## src/fcc_pkg.sv

```systemverilog
// package: constants, register map and pin timing for the flash controller
`default_nettype none
package fcc_pkg;
  // ************************************************************
  // own register map (byte addresses, one word each)
  // ************************************************************
  localparam logic [7:0] FCC_ADDR_CTRL  = 8'h00;
  localparam logic [7:0] FCC_ADDR_ADDR  = 8'h04;
  localparam logic [7:0] FCC_ADDR_WDATA = 8'h08;
  localparam logic [7:0] FCC_ADDR_RDATA = 8'h0C;
  localparam logic [7:0] FCC_ADDR_STAT  = 8'h10;
  // ctrl fields
  localparam int FCC_CTRL_GO    = 0;  // write 1: start a cycle
  localparam int FCC_CTRL_WR    = 1;  // 1 write, 0 read
  localparam int FCC_CTRL_X16   = 2;  // width select
  localparam int FCC_CTRL_PDN   = 3;  // 1 holds reset pin low
  localparam int FCC_CTRL_WPN   = 4;  // lock pin level
  // status fields
  localparam int FCC_STAT_BUSY  = 0;
  localparam int FCC_STAT_DONE  = 1;
  localparam int FCC_STAT_ACT   = 2;  // activity pin level sampled
  localparam int FCC_STAT_WAKE  = 3;  // reset recovery in progress
  localparam logic [31:0] FCC_CTRL_RST = 32'h0000_0000;
  // ************************************************************
  // timing (10 MHz clock)
  // ************************************************************
  localparam int FCC_CLK_NS     = 100;
  localparam int FCC_T_SETUP_NS = 100;  // address to strobe
  localparam int FCC_T_WP_NS    = 100;  // strobe low width
  localparam int FCC_T_RD_NS    = 120;  // read access time
  localparam int FCC_T_WAKE_NS  = 1000; // reset to write ready
  localparam int FCC_SETUP_CYC  =
    (FCC_T_SETUP_NS + FCC_CLK_NS - 1) / FCC_CLK_NS;
  localparam int FCC_WP_CYC     =
    (FCC_T_WP_NS + FCC_CLK_NS - 1) / FCC_CLK_NS;
  localparam int FCC_RD_CYC     =
    (FCC_T_RD_NS + FCC_CLK_NS - 1) / FCC_CLK_NS;
  localparam int FCC_WAKE_CYC   =
    (FCC_T_WAKE_NS + FCC_CLK_NS - 1) / FCC_CLK_NS;
  localparam int FCC_AW         = 21;
  localparam int FCC_DW         = 16;
  // bus cycle states, gray along setup-strobe-hold-idle
  typedef enum logic [1:0] {
    FCC_IDLE  = 2'b00,
    FCC_SETUP = 2'b01,
    FCC_STRB  = 2'b11,
    FCC_HOLD  = 2'b10
  } fcc_state_t;
endpackage : fcc_pkg
`default_nettype wire

```

## src/fcc_cnt_if.sv

```systemverilog
// interface: start/done link to the cycle timer
`default_nettype none
interface fcc_cnt_if;
  logic       load;
  logic [7:0] count;
  logic       expired;
  modport ctl (output load, output count, input expired);
  modport tmr (input load, input count, output expired);
endinterface : fcc_cnt_if
`default_nettype wire

```

## src/fcc_ctrl.sv

```systemverilog
// module: APB-controlled host driving the flash pins
//
// The register addresses and the APB interface to the registers are this design's own decisions.
`default_nettype none
module fcc_ctrl
  import fcc_pkg::*;
(
  // clock and reset
  input  wire logic              clk_sys_i,
  input  wire logic              resetn_i,
  // apb slave
  input  wire logic              psel_i,
  input  wire logic              penable_i,
  input  wire logic              pwrite_i,
  input  wire logic [7:0]        paddr_i,
  input  wire logic [31:0]       pwdata_i,
  output logic      [31:0]       prdata_o,
  output logic                   pready_o,
  output logic                   pslverr_o,
  // flash pins
  output logic      [FCC_AW-1:0] addr_o,
  input  wire logic [FCC_DW-1:0] dq_i,
  output logic      [FCC_DW-1:0] dq_o,
  output logic                   dq_oe_o,
  output logic                   chip_select_a_n_o,
  output logic                   chip_select_b_n_o,
  output logic                   oe_n_o,
  output logic                   we_n_o,
  output logic                   reset_powerdown_n_o,
  output logic                   byte_n_o,
  output logic                   wp_n_o,
  input  wire logic              activity_output_i
);
  // ************************************************************
  // reset release
  // ************************************************************
  logic rst_s1_reg, rst_n;
  always_ff @(posedge clk_sys_i or negedge resetn_i) begin
    if (!resetn_i) begin
      rst_s1_reg <= 1'b0;
      rst_n      <= 1'b0;
    end else begin
      rst_s1_reg <= 1'b1;
      rst_n      <= rst_s1_reg;
    end
  end

  // ************************************************************
  // registers
  // ************************************************************
  logic [31:0]       ctrl_reg;
  logic [FCC_AW-1:0] faddr_reg;
  logic [FCC_DW-1:0] fwdata_reg;
  logic [FCC_DW-1:0] frdata_reg;
  logic              done_reg;
  logic              act_reg;
  logic [7:0]        wake_reg;
  fcc_state_t        state_reg, state_next;
  fcc_cnt_if         cnt ();

  // apb decode
  wire acc      = psel_i && penable_i;
  wire wr_acc   = acc && pwrite_i;
  wire hit_ctrl = paddr_i == FCC_ADDR_CTRL;
  wire hit_addr = paddr_i == FCC_ADDR_ADDR;
  wire hit_wdat = paddr_i == FCC_ADDR_WDATA;
  wire hit_rdat = paddr_i == FCC_ADDR_RDATA;
  wire hit_stat = paddr_i == FCC_ADDR_STAT;
  wire mapped   = hit_ctrl | hit_addr | hit_wdat | hit_rdat | hit_stat;
  wire busy     = state_reg != FCC_IDLE;
  wire waking   = wake_reg != 8'h00;
  // a new cycle is only launched while idle, awake and out of power-down
  wire go       = wr_acc && hit_ctrl && pwdata_i[FCC_CTRL_GO] && !busy
                  && !waking && !pwdata_i[FCC_CTRL_PDN];
  wire is_wr    = ctrl_reg[FCC_CTRL_WR];
  wire x16      = ctrl_reg[FCC_CTRL_X16];
  wire pdn      = ctrl_reg[FCC_CTRL_PDN];
  wire [31:0] stat_word = {28'h0000000, waking, act_reg, done_reg, busy};
  wire [31:0] rd_mux =
    hit_ctrl ? {ctrl_reg[31:1], 1'b0} :
    hit_addr ? {11'h000, faddr_reg} :
    hit_wdat ? {16'h0000, fwdata_reg} :
    hit_rdat ? {16'h0000, frdata_reg} :
    hit_stat ? stat_word : 32'h0000_0000;

  // control and data registers; the go bit is self clearing
  always_ff @(posedge clk_sys_i or negedge rst_n) begin
    if (!rst_n) begin
      ctrl_reg   <= FCC_CTRL_RST;
      faddr_reg  <= '0;
      fwdata_reg <= '0;
    end else if (wr_acc && !busy) begin
      if (hit_ctrl) ctrl_reg   <= {pwdata_i[31:1], 1'b0};
      if (hit_addr) faddr_reg  <= pwdata_i[FCC_AW-1:0];
      if (hit_wdat) fwdata_reg <= pwdata_i[FCC_DW-1:0];
    end
  end

  // apb answer: one access cycle, error on unmapped or busy write
  always_ff @(posedge clk_sys_i or negedge rst_n) begin
    if (!rst_n) begin
      prdata_o  <= 32'h0000_0000;
      pready_o  <= 1'b0;
      pslverr_o <= 1'b0;
    end else begin
      pready_o  <= psel_i && !penable_i;
      pslverr_o <= psel_i && !penable_i && (!mapped || (pwrite_i && busy));
      prdata_o  <= 32'h0000_0000;
      if (psel_i && !penable_i && !pwrite_i) begin
        prdata_o <= rd_mux;
      end
    end
  end

  // ************************************************************
  // reset recovery and activity sampling
  // ************************************************************
  // count the wake time after the reset pin is released
  always_ff @(posedge clk_sys_i or negedge rst_n) begin
    if (!rst_n) begin
      wake_reg <= 8'(FCC_WAKE_CYC);
    end else if (pdn) begin
      wake_reg <= 8'(FCC_WAKE_CYC);
    end else if (waking) begin
      wake_reg <= wake_reg - 8'h01;
    end
  end

  // open-drain activity line: low busy, pulled high when floating
  always_ff @(posedge clk_sys_i or negedge rst_n) begin
    if (!rst_n) begin
      act_reg <= 1'b1;
    end else begin
      act_reg <= activity_output_i;
    end
  end

  // ************************************************************
  // pin cycle sequencer
  // ************************************************************
  wire expired = cnt.expired;
  always_comb begin
    state_next = state_reg;
    unique case (state_reg)
      FCC_IDLE:  if (go) state_next = FCC_SETUP;
      FCC_SETUP: if (expired) state_next = FCC_STRB;
      FCC_STRB:  if (expired) state_next = FCC_HOLD;
      FCC_HOLD:  state_next = FCC_IDLE;
    endcase
  end

  assign cnt.load  = (state_reg == FCC_IDLE && go)
                     || (state_reg == FCC_SETUP && expired);
  assign cnt.count = (state_reg == FCC_IDLE) ? 8'(FCC_SETUP_CYC - 1) :
                     is_wr ? 8'(FCC_WP_CYC - 1) : 8'(FCC_RD_CYC - 1);

  fcc_timer u_timer (
    .clk_sys_i (clk_sys_i),
    .rst_n_i   (rst_n),
    .cnt       (cnt.tmr)
  );

  // sequencer state, completion flag and captured read data
  always_ff @(posedge clk_sys_i or negedge rst_n) begin
    if (!rst_n) begin
      state_reg  <= FCC_IDLE;
      done_reg   <= 1'b0;
      frdata_reg <= '0;
    end else begin
      state_reg <= state_next;
      // completion flag: set wins over a clearing write
      if (state_reg == FCC_HOLD) done_reg <= 1'b1;
      else if (go) done_reg <= 1'b0;
      // read data sampled as the read strobe ends, after a full access
      if (state_reg == FCC_HOLD && !is_wr) begin
        frdata_reg <= x16 ? dq_i : {8'h00, dq_i[7:0]};
      end
    end
  end

  // ************************************************************
  // pin drivers
  // ************************************************************
  wire sel    = state_reg != FCC_IDLE;
  wire strobe = state_reg == FCC_STRB;
  always_ff @(posedge clk_sys_i or negedge rst_n) begin
    if (!rst_n) begin
      addr_o              <= '0;
      dq_o                <= '0;
      dq_oe_o             <= 1'b0;
      chip_select_a_n_o   <= 1'b1;
      chip_select_b_n_o   <= 1'b1;
      oe_n_o              <= 1'b1;
      we_n_o              <= 1'b1;
      reset_powerdown_n_o <= 1'b0;
      byte_n_o            <= 1'b0;
      wp_n_o              <= 1'b0;
    end else begin
      // in x16 the byte select bit is held low
      addr_o   <= x16 ? {faddr_reg[FCC_AW-1:1], 1'b0} : faddr_reg;
      dq_o     <= x16 ? fwdata_reg : {8'h00, fwdata_reg[7:0]};
      dq_oe_o  <= sel && is_wr;
      // both selects low only during a cycle, else standby
      chip_select_a_n_o <= !sel;
      chip_select_b_n_o <= !sel;
      oe_n_o   <= !(strobe && !is_wr);
      // data held stable past the rising write strobe
      we_n_o   <= !(strobe && is_wr);
      reset_powerdown_n_o <= !pdn;
      byte_n_o <= x16;
      wp_n_o   <= ctrl_reg[FCC_CTRL_WPN];
    end
  end

endmodule : fcc_ctrl
`default_nettype wire

```

## src/fcc_timer.sv

```systemverilog
// module: down counter that times the pin phases
`default_nettype none
module fcc_timer
  import fcc_pkg::*;
(
  // clock and reset
  input  wire logic clk_sys_i,
  input  wire logic rst_n_i,
  // control link
  fcc_cnt_if.tmr    cnt
);
  logic [7:0] cnt_reg;

  // load on request, count to zero
  always_ff @(posedge clk_sys_i or negedge rst_n_i) begin
    if (!rst_n_i) begin
      cnt_reg <= 8'h00;
    end else if (cnt.load) begin
      cnt_reg <= cnt.count;
    end else if (cnt_reg != 8'h00) begin
      cnt_reg <= cnt_reg - 8'h01;
    end
  end

  // expired reads only the count, so load may depend on it without a loop
  assign cnt.expired = (cnt_reg == 8'h00);
endmodule : fcc_timer
`default_nettype wire

```

## config.mk

```make
export PLATFORM = sky130hd
export DESIGN_NAME = fcc_ctrl
export DESIGN_NICKNAME = d
export VERILOG_FILES = /design/src/fcc_pkg.sv /design/src/fcc_cnt_if.sv /design/src/fcc_ctrl.sv /design/src/fcc_timer.sv
export SDC_FILE = /design/constraint.sdc
export NUM_CORES = 1
export LEC_CHECK = 0
export BUFFER_PORTS_ARGS = -buffer_cell sky130_fd_sc_hd__buf_4
export CAP_MARGIN = 0
export CORE_AREA = 2 2 124 126
export CTS_CLUSTER_DIAMETER = 120
export DETAILED_ROUTE_END_ITERATION = 8
export DIE_AREA = 0 0 126 128
export GPL_TIMING_DRIVEN = 0
export PLACE_DENSITY = 0.74
export SLEW_MARGIN = 20
export SYNTH_ARGS = -nofsm -noshare
export SYNTH_HDL_FRONTEND = slang
export SYNTH_SLANG_ARGS = --single-unit
```

## constraint.sdc

```tcl
create_clock -name clk_sys_i -period 5.1 [get_ports clk_sys_i]
set_input_delay 0.51 -clock clk_sys_i [delete_from_list [all_inputs] [get_ports clk_sys_i]]
set_output_delay 0.51 -clock clk_sys_i [all_outputs]
set_load 0.02 [all_outputs]
```

Word-level counts from Yosys, hierarchy flattened
Cells that the tools add are included.
W data, S select, Z words.
{ "totals": {"ff_bits": 184, "output_inout_bits": 79, "in_bits": 62, "elab_cells": 103} }
{ "op_classes": {"n_bitwise": 4, "n_reduce_logical": 43, "n_mux": 21, "n_addsub": 2, "n_eq_ne": 10} }
{ "op_table": {"columns": ["cell", "n"], "rows": [
  ["$mux W16", 4],
  ["$mux W32", 2],
  ["$mux W8", 4],
  ["$mux W21", 1],
  ["$logic_and A1 B1 Y1", 18],
  ["$eq A8 B4 Y1 const B", 2],
  ["$logic_not A8 Y1", 2],
  ["$reduce_bool A8 Y1", 2],
  ["$sub A8 B1 Y8 const B", 2],
  ["$logic_not A1 Y1", 10],
  ["$eq A8 B3 Y1 const B", 1],
  ["$eq A8 B5 Y1 const B", 1],
  ["$pmux W2 S4", 1],
  ["$reduce_bool A2 Y1", 4],
  ["$mux W2", 3],
  ["$ne A2 B2 Y1 const B", 3],
  ["$reduce_and A2 Y1", 3],
  ["$mux W1", 5],
  ["$eq A2 B2 Y1 const B", 2],
  ["$mux W4", 1],
  ["$or A1 B1 Y1", 4],
  ["$reduce_and A3 Y1", 1],
  ["$eq A2 B1 Y1 const B", 1],
  ["$logic_not A2 Y1", 1],
  ["$logic_or A1 B1 Y1", 2]
]} }

Logic depth before layout (Yosys ltp)
Gate-level depths: netlist of run 1.
{ "logic_depth": {"word_depth": 10, "depth_mapped": 7, "ltp_nobuf": 6} }

By module
Synthesis of run 1 repeated with hierarchy kept, for this count alone.
{ "unflattened": {"hier_cells": 567, "hier_area_um2": 7218.2} }
{ "by_module_without_submodules": {"columns": ["mod", "area_each_um2", "instances", "seq_area_each_um2", "cells_per_inst"], "rows": [
  ["fcc_ctrl", 6741.5, 1, 4411.7, 513],
  ["fcc_timer", 476.7, 1, 200.2, 54]
]} }

Worst setup path after synthesis of run 1
No wires, ideal clock.
{ "synth_timing": {"kind": "input port to flip-flop", "from": "in paddr_i[0]", "to": "reg fwdata_reg[0]", "n_path_buf": 2, "t_required_ns": 4.975, "t_arrival_ns": 2.365, "slack_ns": 2.610, "cell_stages": 6, "setup_ns": 0.125, "cell_sequence": "or4_4 > or2_0 > buf_6 > nor4_4 > buf_8 > mux2_4"} }
{ "synth_between": {"elab_chain_len": 2} }
{ "synth_rtl": {"columns": ["element", "line", "rtl"], "rows": [
  ["start: declaration", "fcc_ctrl.sv:15", "input wire logic [7:0] paddr_i,"],
  ["$eq A8 B4 Y1", "fcc_ctrl.sv:66", "wire hit_wdat = paddr_i == FCC_ADDR_WDATA;"],
  ["$reduce_and A2 Y1 (no line)", null, null],
  ["end signal: assignment", "fcc_ctrl.sv:95", "if (hit_wdat) fwdata_reg <= pwdata_i[FCC_DW-1:0];"],
  ["end: declaration", "fcc_ctrl.sv:53", "logic [FCC_DW-1:0] fwdata_reg;"]
]} }
No other way between the ends.
A chain may end at the register's enable or synchronous reset.

Worst setup path in the final report of run 1
{ "layout_timing": {"from": "reg state_reg[0]", "to": "reg fwdata_reg[4]"} }
{ "layout_between": {"elab_chain_len": 4} }
{ "layout_rtl": {"columns": ["element", "line", "rtl"], "rows": [
  ["start: declaration", "fcc_ctrl.sv:58", "fcc_state_t state_reg, state_next;"],
  ["start signal: assignment", "fcc_ctrl.sv:170", "state_reg <= state_next;"],
  ["$reduce_bool A2 Y1", "fcc_ctrl.sv:70", "wire busy = state_reg != FCC_IDLE;"],
  ["$logic_not A1 Y1", "fcc_ctrl.sv:92", "end else if (wr_acc && !busy) begin"],
  ["$logic_and A1 B1 Y1", "fcc_ctrl.sv:92", null],
  ["$reduce_and A2 Y1 (no line)", null, null]
]} }
No other way between the ends.

==> impl_metrics.py, run 1 <==
metrics = {
    "route": {
        "drc": 0,
        "num_vias": 4762,
        "post_drt_wl_per_cell_um": 17.9,
        "viasPerCell": 5.31,
        "wirelength_mm": 16.1,
        "drt-initial-drc-count": 320,
        "postRouteAntennaNets": 0,
        "drt_pass1_iterations": 4,
    },
    "sta": {
        "finClkSkew_ps": 14.3,
        "slew_viol_final": 0,
        "hold_ws_ps": 211,
        "fmax_mhz": 364,
        "finalSetupTns_ps": 0,
        "setup_viol": 0,
        "tightest_slew_ps": 987,
        "setup_ws_ps": 2350,
        "period_minus_slack_ps": 2750,
        "rsz0062_at_grt": "no",
        "max_slew_margin": 0.336,
        "fin_crit_sh": 0.539,
        "hold_viol": 0,
    },
    "cells_and_area": {
        "multi_input_comb_area_um2": 2380,
        "n_antenna_cell": 0,
        "largest_reg_flops": 32,
        "drive_above_1_share": 0.384,
        "area_growth_syn_to_layout_pct": 27.9,
        "fillers": 1183,
        "final_nets": 761,
        "mostFrequentLayoutCells": "177 x dfrtp_1, 144 x buf_4, 66 x mux2_2",
        "layout_commonest_cell": "dfrtp_1",
        "final_util": 0.617,
        "ff_latch_area_um2": 4620,
    },
    "cts": {
        "cts_resized": 0,
        "root_buffer": "clkbuf_16",
        "clockBufferDepth": 2,
        "path_clk_slew_ps": 60,
        "cts.sinks": 184,
        "cts_buffers": 17,
        "cts_max_level": 4,
        "clk_latency_ps": 420,
        "cts_tree": "built",
    },
    "worst_setup_path": {
        "start_kind": "register",
        "crit_chain": "clkbuf_1 > nor2_1 > nand4_1 > nor4_4 > buf_8 > mux2_4",
        "crit_slowest_cell": "nor4_4",
        "max_stage_delay_ps": 760,
        "critPathArrivalTime_ps": 3050,
        "path_max_fanout": 10,
        "cp_data_required_time_ps": 5400,
        "criticalPathCategory": "register to register",
        "critPathCaptureType": "register",
    },
    "yosys": {
        "syn_nets": 599,
        "syn_inst": 534,
        "avgSynthCellArea_um2": 13.4,
        "synthesis.area_um2": 7170,
        "yosysTopAreaCell": "dfrtp_1",
        "synthArstFlopShare": 1.00,
        "yosys-top-cells-area": "dfrtp_1 62%, mux2_2 10%, mux2i_1 2.2%",
        "yosysSeqAreaShare": 0.643,
        "netlist.area_leader.share": 0.621,
        "yosys_warnings": 0,
        "ys_ff_latch": 184,
        "synth-edff-count": 0,
        "yosysUniqueCellTypes": 52,
        "ys.flop_type": "dfrtp_1",
    },
    "global_route": {
        "grt_max_degree": 56,
        "grt_pass1_wl_mm": 25.7,
        "gr-total-overflow": 0,
        "antenna_found_initial": 0,
        "grt_util_all_layers": 0.207,
        "grt_pass1_vias": 4955,
    },
    "placed_design": {
        "io_buffers": 139,
        "dp_hpwl_mm": 11.4,
        "place.gp.congestion": 0.839,
        "place_ws_ps": 2140,
    },
    "die": {
        "rows": 45,
        "io_pins": 141,
        "die_y_um": 128,
        "die_x_um": 126,
        "design.core.area_um2": 14900,
        "die-area_um2": 16100,
        "start_util": 0.482,
    },
    "pwr": {
        "p_leak_nw": 4.64,
        "power_density_nw_per_um2": 342,
        "finalPower_mw": 3.13,
        "ir_drop_mv": 0.251,
    },
    "flow_run": {
        "max_cap_viol_count": 0,
    },
    "worst_hold_path": {
        "hp-class": "input port to register",
    },
    "outcome": {
        "outcome": "completed",
    },
}
-- path summary, 6_finish.rpt --
check / start / end / slack [ps] / cells after the start
max: state_reg[0]$_DFFE_PN0P_ / fwdata_reg[4]$_DFFE_PN0P_ / 2350 / 6
min: activity_output_i / act_reg$_DFF_PN1_ / 210 / 1
max reg2reg: state_reg[0]$_DFFE_PN0P_ / fwdata_reg[4]$_DFFE_PN0P_ / 2350 / 6
min reg2reg: rst_s1_reg$_DFF_PN0_ / rst_n$_DFF_PN0_ / 370 / 0
max in group asynchronous: rst_n$_DFF_PN0_ / fwdata_reg[5]$_DFFE_PN0P_ / 3750 / 2
min in group asynchronous: rst_n$_DFF_PN0_ / addr_o[11]$_DFF_PN0_ / 400 / 0
-- Yosys cell counts, types with 2 or more instances --
cell type,n
o22ai_1,3
nand2b_1,8
nor4_1,4
nand3_1,2
nor4_4,2
or4_1,3
inv_1,11
nand2_1,22
mux2_2,66
a22oi_1,5
o21a_1,2
o21ai_0,20
nor3_1,13
a211oi_1,3
nor2_1,36
dfrtp_1,178
nor4b_1,2
dfstp_2,6
xnor2_1,4
mux2_4,10
o211a_1,12
buf_4,5
or4b_2,2
and2_1,20
a21oi_1,22
o311ai_0,2
nor2b_1,8
ha_1,3
clkbuf_1,18
mux2i_1,16
or3_1,5
-- power by group --
group	switching [mW]	internal (mW)	total (mW)
logic	0.0958	0.0891	0.185
registers	0.0473	1.51	1.55
clock network	0.532	0.861	1.39
total	0.675	2.46	3.13
-- per-stage QoR --
stage | cells | area, um2
after global placement | 861 | 8450
final | 896 | 9170
after global routing | 896 | 9170
after detailed placement | 864 | 8520
after CTS | 896 | 9170
after floorplan | 534 | 7170
-- routing by layer --
metal	track usage	wire (um)	vias to the layer above
met5	0	0	-
met4	0.0698	307	0
met3	0.0605	928	22
met2	0.341	7940	149
met1	0.266	6890	2412
li1	-	-	2179
-- layout make-up --
| cell class | count | area share |
|---|---|---|
| Timing Repair Buffer | 143 | 0.122 |
| Buffer | 27 | 0.0153 |
| Multi-Input combinational cell | 312 | 0.259 |
| Clock inverter | 10 | 0.0183 |
| Clock buffer | 21 | 0.0513 |
| Inverter | 11 | 0.00450 |
| Tap cell | 188 | 0.0257 |
| Sequential cell | 184 | 0.503 |
-- kinds of logic (layout without fill, tap and decap cells) --
family / count (synthesis) / in the layout / synth area share
xor+xnor: 5 / 5 / 0.00611
compound gates: 75 / 75 / 0.0681
mux: 92 / 92 / 0.147
fa+ha+maj: 3 / 3 / 0.00524
flops: 184 / 184 / 0.643
simple gates: 136 / 136 / 0.105
buf+inv: 38 / 212 / 0.0253
other cells: 1 / 1 / 0.000523
-- critical path, delay by kind of cell (launching register included) --
kind / cells / cell delay, ps
DFF: 1 / 360
and+or+nand+nor: 3 / 1480
buffers and inverters: 2 / 470
muxes: 1 / 320
-- repair_timing --
item | in CTS | in global routing
buffers inserted | 0 | 0
endpoints found under the hold margin | 2 | 0
setup endpoints to repair | 0 | 0
hold buffers | 1 | 0
No activity file was read; power rests on OpenSTA's default activity.
==> run 2: changes to the inputs <==
Settings changed: CORE_AREA 2 2 124 126 to 2 2 121 123, DIE_AREA 0 0 126 128 to 0 0 123 125, PLACE_DENSITY 0.74 to 0.75.
Clock period 5.1 ns to 2.65 ns, I/O delays scaled along.
==> impl_metrics.py, run 2 (synthesis results as in run 1) <==
metrics = {
    "worst_setup_path": {
        "criticalPathCategory": "register to register",
        "cp_data_required_time_ps": 2960,
        "rrSetupSlack_ps": 200,
        "critPathArrivalTime_ps": 2760,
        "start_kind": "register",
        "critPathCaptureType": "register",
        "path_max_fanout": 10,
    },
    "pwr": {
        "power_density_nw_per_um2": 627,
        "ir_drop_mv": 0.390,
        "internal-power_mw": 4.41,
        "p_leak_nw": 4.61,
        "finalPower_mw": 5.72,
        "sw_frac_of_total": 0.229,
        "clock_power_share": 0.413,
        "p_sw_mw": 1.31,
        "power_frac_seq": 0.523,
        "power_frac_comb": 0.063,
    },
    "cts": {
        "cts.sinks": 184,
        "root_buffer": "clkbuf_16",
        "cts_buffers": 17,
        "cts_max_level": 4,
        "clk_latency_ps": 430,
        "clockBufferDepth": 2,
        "cts_tree": "built",
        "path_clk_slew_ps": 60,
    },
    "route": {
        "drt_pass1_iterations": 4,
        "postRouteAntennaNets": 0,
        "wirelength_mm": 16.0,
        "num_vias": 4738,
        "drt-initial-drc-count": 390,
        "drc": 0,
        "viasPerCell": 5.30,
        "post_drt_wl_per_cell_um": 17.9,
    },
    "placed_design": {
        "io_buffers": 139,
        "post_dp_cell_area_um2": 8520,
        "dp_hpwl_mm": 11.3,
        "place.gp.congestion": 0.820,
        "place_ws_ps": -73.5,
    },
    "global_route": {
        "grt_pass1_vias": 5082,
        "antenna_found_initial": 0,
        "grt_max_degree": 60,
        "grt_pass1_wl_mm": 26.1,
        "gr-total-overflow": 0,
        "grt_util_all_layers": 0.224,
    },
    "worst_hold_path": {
        "hp-class": "input port to register",
    },
    "sta": {
        "period_minus_slack_ps": 2450,
        "setup_ws_ps": 200,
        "hold_viol": 0,
        "finalSetupTns_ps": 0,
        "finClkSkew_ps": 7.41,
        "slew_viol_final": 0,
        "rsz0062_at_grt": "no",
        "fmax_mhz": 408,
        "fin_crit_sh": 0.925,
        "tightest_slew_ps": 863,
        "setup_viol": 0,
        "max_slew_margin": 0.420,
    },
    "cells_and_area": {
        "drive_above_1_share": 0.387,
        "stdcell_area_um2": 9120,
        "final_nets": 763,
        "final_util": 0.642,
        "area_growth_syn_to_layout_pct": 27.2,
        "n_antenna_cell": 0,
        "layout_commonest_cell": "dfrtp_1",
        "largest_reg_flops": 32,
        "mostFrequentLayoutCells": "177 x dfrtp_1, 145 x buf_4, 66 x mux2_2",
    },
    "die": {
        "start_util": 0.505,
        "io_pins": 141,
        "design.core.area_um2": 14200,
        "die_y_um": 125,
        "die_x_um": 123,
        "rows": 44,
        "die-area_um2": 15400,
    },
    "flow_run": {
        "max_cap_viol_count": 0,
    },
    "outcome": {
        "outcome": "completed",
    },
}
## run 2: cell types whose count changed in the layout (fill, tap and decap cells not counted), moves of 2 or more
cell        delta
clkinv_2       +3
bufinv_16      -3
clkinv_4       -2
clkinvlp_4     +3
## run 2: metal layers
metal  global-route usage  up-vias  wire length, um
li1                     -     2190                -
met1                0.299     2368             6630
met2                0.354      159             7920
met3               0.0557       21             1120
met4               0.0876        0              313
met5                    0        -                0
## run 2: timing repair
item | in CTS | in global routing
pin swaps | 1 | 0
hold buffers | 2 | 0
setup endpoints to repair | 10 | 10
buffers inserted | 1 | 0
hold endpoints to repair | 3 | 0
resized for setup | 0 | 1
## run 2: critical path, cell delays in order (launching register included)
cell and delay (ps):
dfrtp_1 360, clkbuf_1 190, nor2_1 340, nand4_1 400
nor4_2 400, buf_4 300, mux2_2 360
## run 2: path summary, 6_finish.rpt
path	endpoint	startpoint	cells past startpoint
hold reg to reg	faddr_reg[7]$_DFFE_PN0P_	rst_n$_DFF_PN0_	0
min in group asynchronous	rst_n$_DFF_PN0_	resetn_i	2
setup reg to reg	faddr_reg[7]$_DFFE_PN0P_	state_reg[0]$_DFFE_PN0P_	6
max in group asynchronous	chip_select_b_n_o$_DFF_PN1_	rst_n$_DFF_PN0_	2
setup / recovery	faddr_reg[7]$_DFFE_PN0P_	state_reg[0]$_DFFE_PN0P_	6
hold / removal	pready_o$_DFF_PN0_	penable_i	2
## run 2: power groups by stage
stage	sequential [mW]	combinational (mW)	clock, mW
3_5_place_dp	3.04	0.361	0
5_1_grt	3.01	0.408	2.55
2_1_floorplan	3.05	0.172	0
3_3_place_gp	3.07	0.291	0
4_1_cts	2.99	0.364	2.42
6_report	2.99	0.363	2.36
## run 2: cell type report
cell class / instances / area [um2]
fillers: 1110 / 5080
clock buffers: 20 / 457
well taps: 184 / 230
flip-flops and latches: 184 / 4620
multi-input cells: 312 / 2390
repair buffers: 145 / 1150
plain buffers: 27 / 140
clock inverters: 11 / 100
inverters: 11 / 41.3
## run 2: through the flow
stage               std cells  hold WS, ps
detailed placement        860         47.9
floorplan                 534        -30.6
CTS                       894         37.6
global placement          857         47.7
global route              894         41.2
finish                    894         59.2
==> run 3: changes to the inputs <==
Clock period 2.65 ns to 2.7 ns, I/O delays scaled along.
==> impl_metrics.py, run 3 (synthesis results as in run 1) <==
metrics = {
    "cells_and_area": {
        "largest_reg_flops": 32,
        "final_nets": 763,
        "layout_commonest_cell": "dfrtp_1",
        "n_antenna_cell": 0,
        "area_growth_syn_to_layout_pct": 27.2,
        "final_util": 0.642,
        "drive_above_1_share": 0.387,
        "mostFrequentLayoutCells": "177 x dfrtp_1, 145 x buf_4, 66 x mux2_2",
    },
    "global_route": {
        "grt_util_all_layers": 0.224,
        "antenna_found_initial": 0,
        "grt_max_degree": 60,
        "grt_pass1_wl_mm": 26.0,
        "grt_pass1_vias": 5071,
        "gr-total-overflow": 0,
    },
    "sta": {
        "period_minus_slack_ps": 2450,
        "tightest_slew_ps": 864,
        "finClkSkew_ps": 7.88,
        "slew_viol_final": 0,
        "fin_crit_sh": 0.907,
        "fmax_mhz": 408,
        "rsz0062_at_grt": "no",
        "max_slew_margin": 0.420,
        "setup_ws_ps": 251,
        "setup_viol": 0,
        "hold_viol": 0,
    },
    "worst_setup_path": {
        "critPathArrivalTime_ps": 2760,
        "critPathCaptureType": "register",
        "start_kind": "register",
        "path_max_fanout": 10,
        "cp_data_required_time_ps": 3010,
        "criticalPathCategory": "register to register",
    },
    "route": {
        "wirelength_mm": 16.0,
        "drt-initial-drc-count": 450,
        "postRouteAntennaNets": 0,
        "drt_pass1_iterations": 5,
        "num_vias": 4732,
        "drc": 0,
        "viasPerCell": 5.29,
        "post_drt_wl_per_cell_um": 17.9,
    },
    "placed_design": {
        "place_ws_ps": -28.5,
        "io_buffers": 139,
        "place.gp.congestion": 0.820,
        "dp_hpwl_mm": 11.3,
    },
    "pwr": {
        "ir_drop_mv": 0.387,
        "p_leak_nw": 4.61,
        "power_density_nw_per_um2": 617,
    },
    "outcome": {
        "outcome": "completed",
    },
    "worst_hold_path": {
        "hp-class": "input port to register",
    },
    "die": {
        "die_y_um": 125,
        "die-area_um2": 15400,
        "rows": 44,
        "io_pins": 141,
        "design.core.area_um2": 14200,
        "die_x_um": 123,
        "start_util": 0.505,
    },
    "cts": {
        "cts_buffers": 17,
        "root_buffer": "clkbuf_16",
        "cts_tree": "built",
        "clk_latency_ps": 430,
        "clockBufferDepth": 2,
        "cts.sinks": 184,
        "path_clk_slew_ps": 60,
        "cts_max_level": 4,
    },
    "flow_run": {
        "max_cap_viol_count": 0,
    },
}
run 3: cell counts in the layout (fill, tap and decap cells not counted):
Identical to the previous run, type by type.
run 3: power by group:
group / total (mW) / switching (mW) / internal, mW
clock: 2.33 / 1.01 / 1.31
combinational: 0.356 / 0.185 / 0.171
sequential: 2.94 / 0.0947 / 2.85
run 3: critical path, stage by stage (launching register included):
cell      delay [ps]
dfrtp_1          360
clkbuf_1         190
nor2_1           340
nand4_1          400
nor4_2           400
buf_4            290
mux2_2           360
run 3: cell type report:
type / count / area (um2)
clock buffer: 20 / 457
inverter: 11 / 41.3
buffer: 27 / 140
multi-input combinational: 312 / 2390
fill: 1110 / 5080
clock inverter: 11 / 100
timing repair buffer: 145 / 1150
tap: 184 / 230
sequential: 184 / 4620
run 3: final timing paths:
path / startpoint / end / slack [ps] / depth (start not counted)
max in group asynchronous: rst_n$_DFF_PN0_ / chip_select_b_n_o$_DFF_PN1_ / 1370 / 2
worst max register to register: state_reg[0]$_DFFE_PN0P_ / faddr_reg[7]$_DFFE_PN0P_ / 250 / 6
worst min-delay path: penable_i / pready_o$_DFF_PN0_ / 70 / 2
min in group asynchronous: resetn_i / rst_n$_DFF_PN0_ / 150 / 2
worst min register to register: rst_n$_DFF_PN0_ / faddr_reg[7]$_DFFE_PN0P_ / 330 / 0
worst max-delay path: state_reg[0]$_DFFE_PN0P_ / faddr_reg[7]$_DFFE_PN0P_ / 250 / 6
run 3: metrics by stage:
step                      total power [mW]  hold slack [ps]  instance area (um2)  std cells  setup TNS, ps
after global placement                3.30             52.7                 8450        857              0
after floorplan                       3.16            -25.6                 7170        534              0
after detailed placement              3.33             52.9                 8520        860           -239
final                                 5.62             65.0                 9120        894              0
after CTS                             5.67             42.6                 9100        893              0
after global routing                  5.86             46.2                 9120        894              0
run 3: repair_timing:
action | 4_1_cts | 5_1_grt
hold endpoints to repair | 3 | 0
buffers inserted | 0 | 1
pin swaps | 1 | 1
hold buffers | 2 | 0
setup endpoints to repair | 10 | 20
gates resized for setup | 0 | 1
run 3: layer usage:
| layer | up-vias | track usage | wire length (um) |
|---|---|---|---|
| met2 | 154 | 0.353 | 7880 |
| met3 | 19 | 0.0557 | 1140 |
| met4 | 0 | 0.0876 | 311 |
| met1 | 2369 | 0.299 | 6640 |
| li1 | 2190 | - | - |
| met5 | - | 0 | 0 |
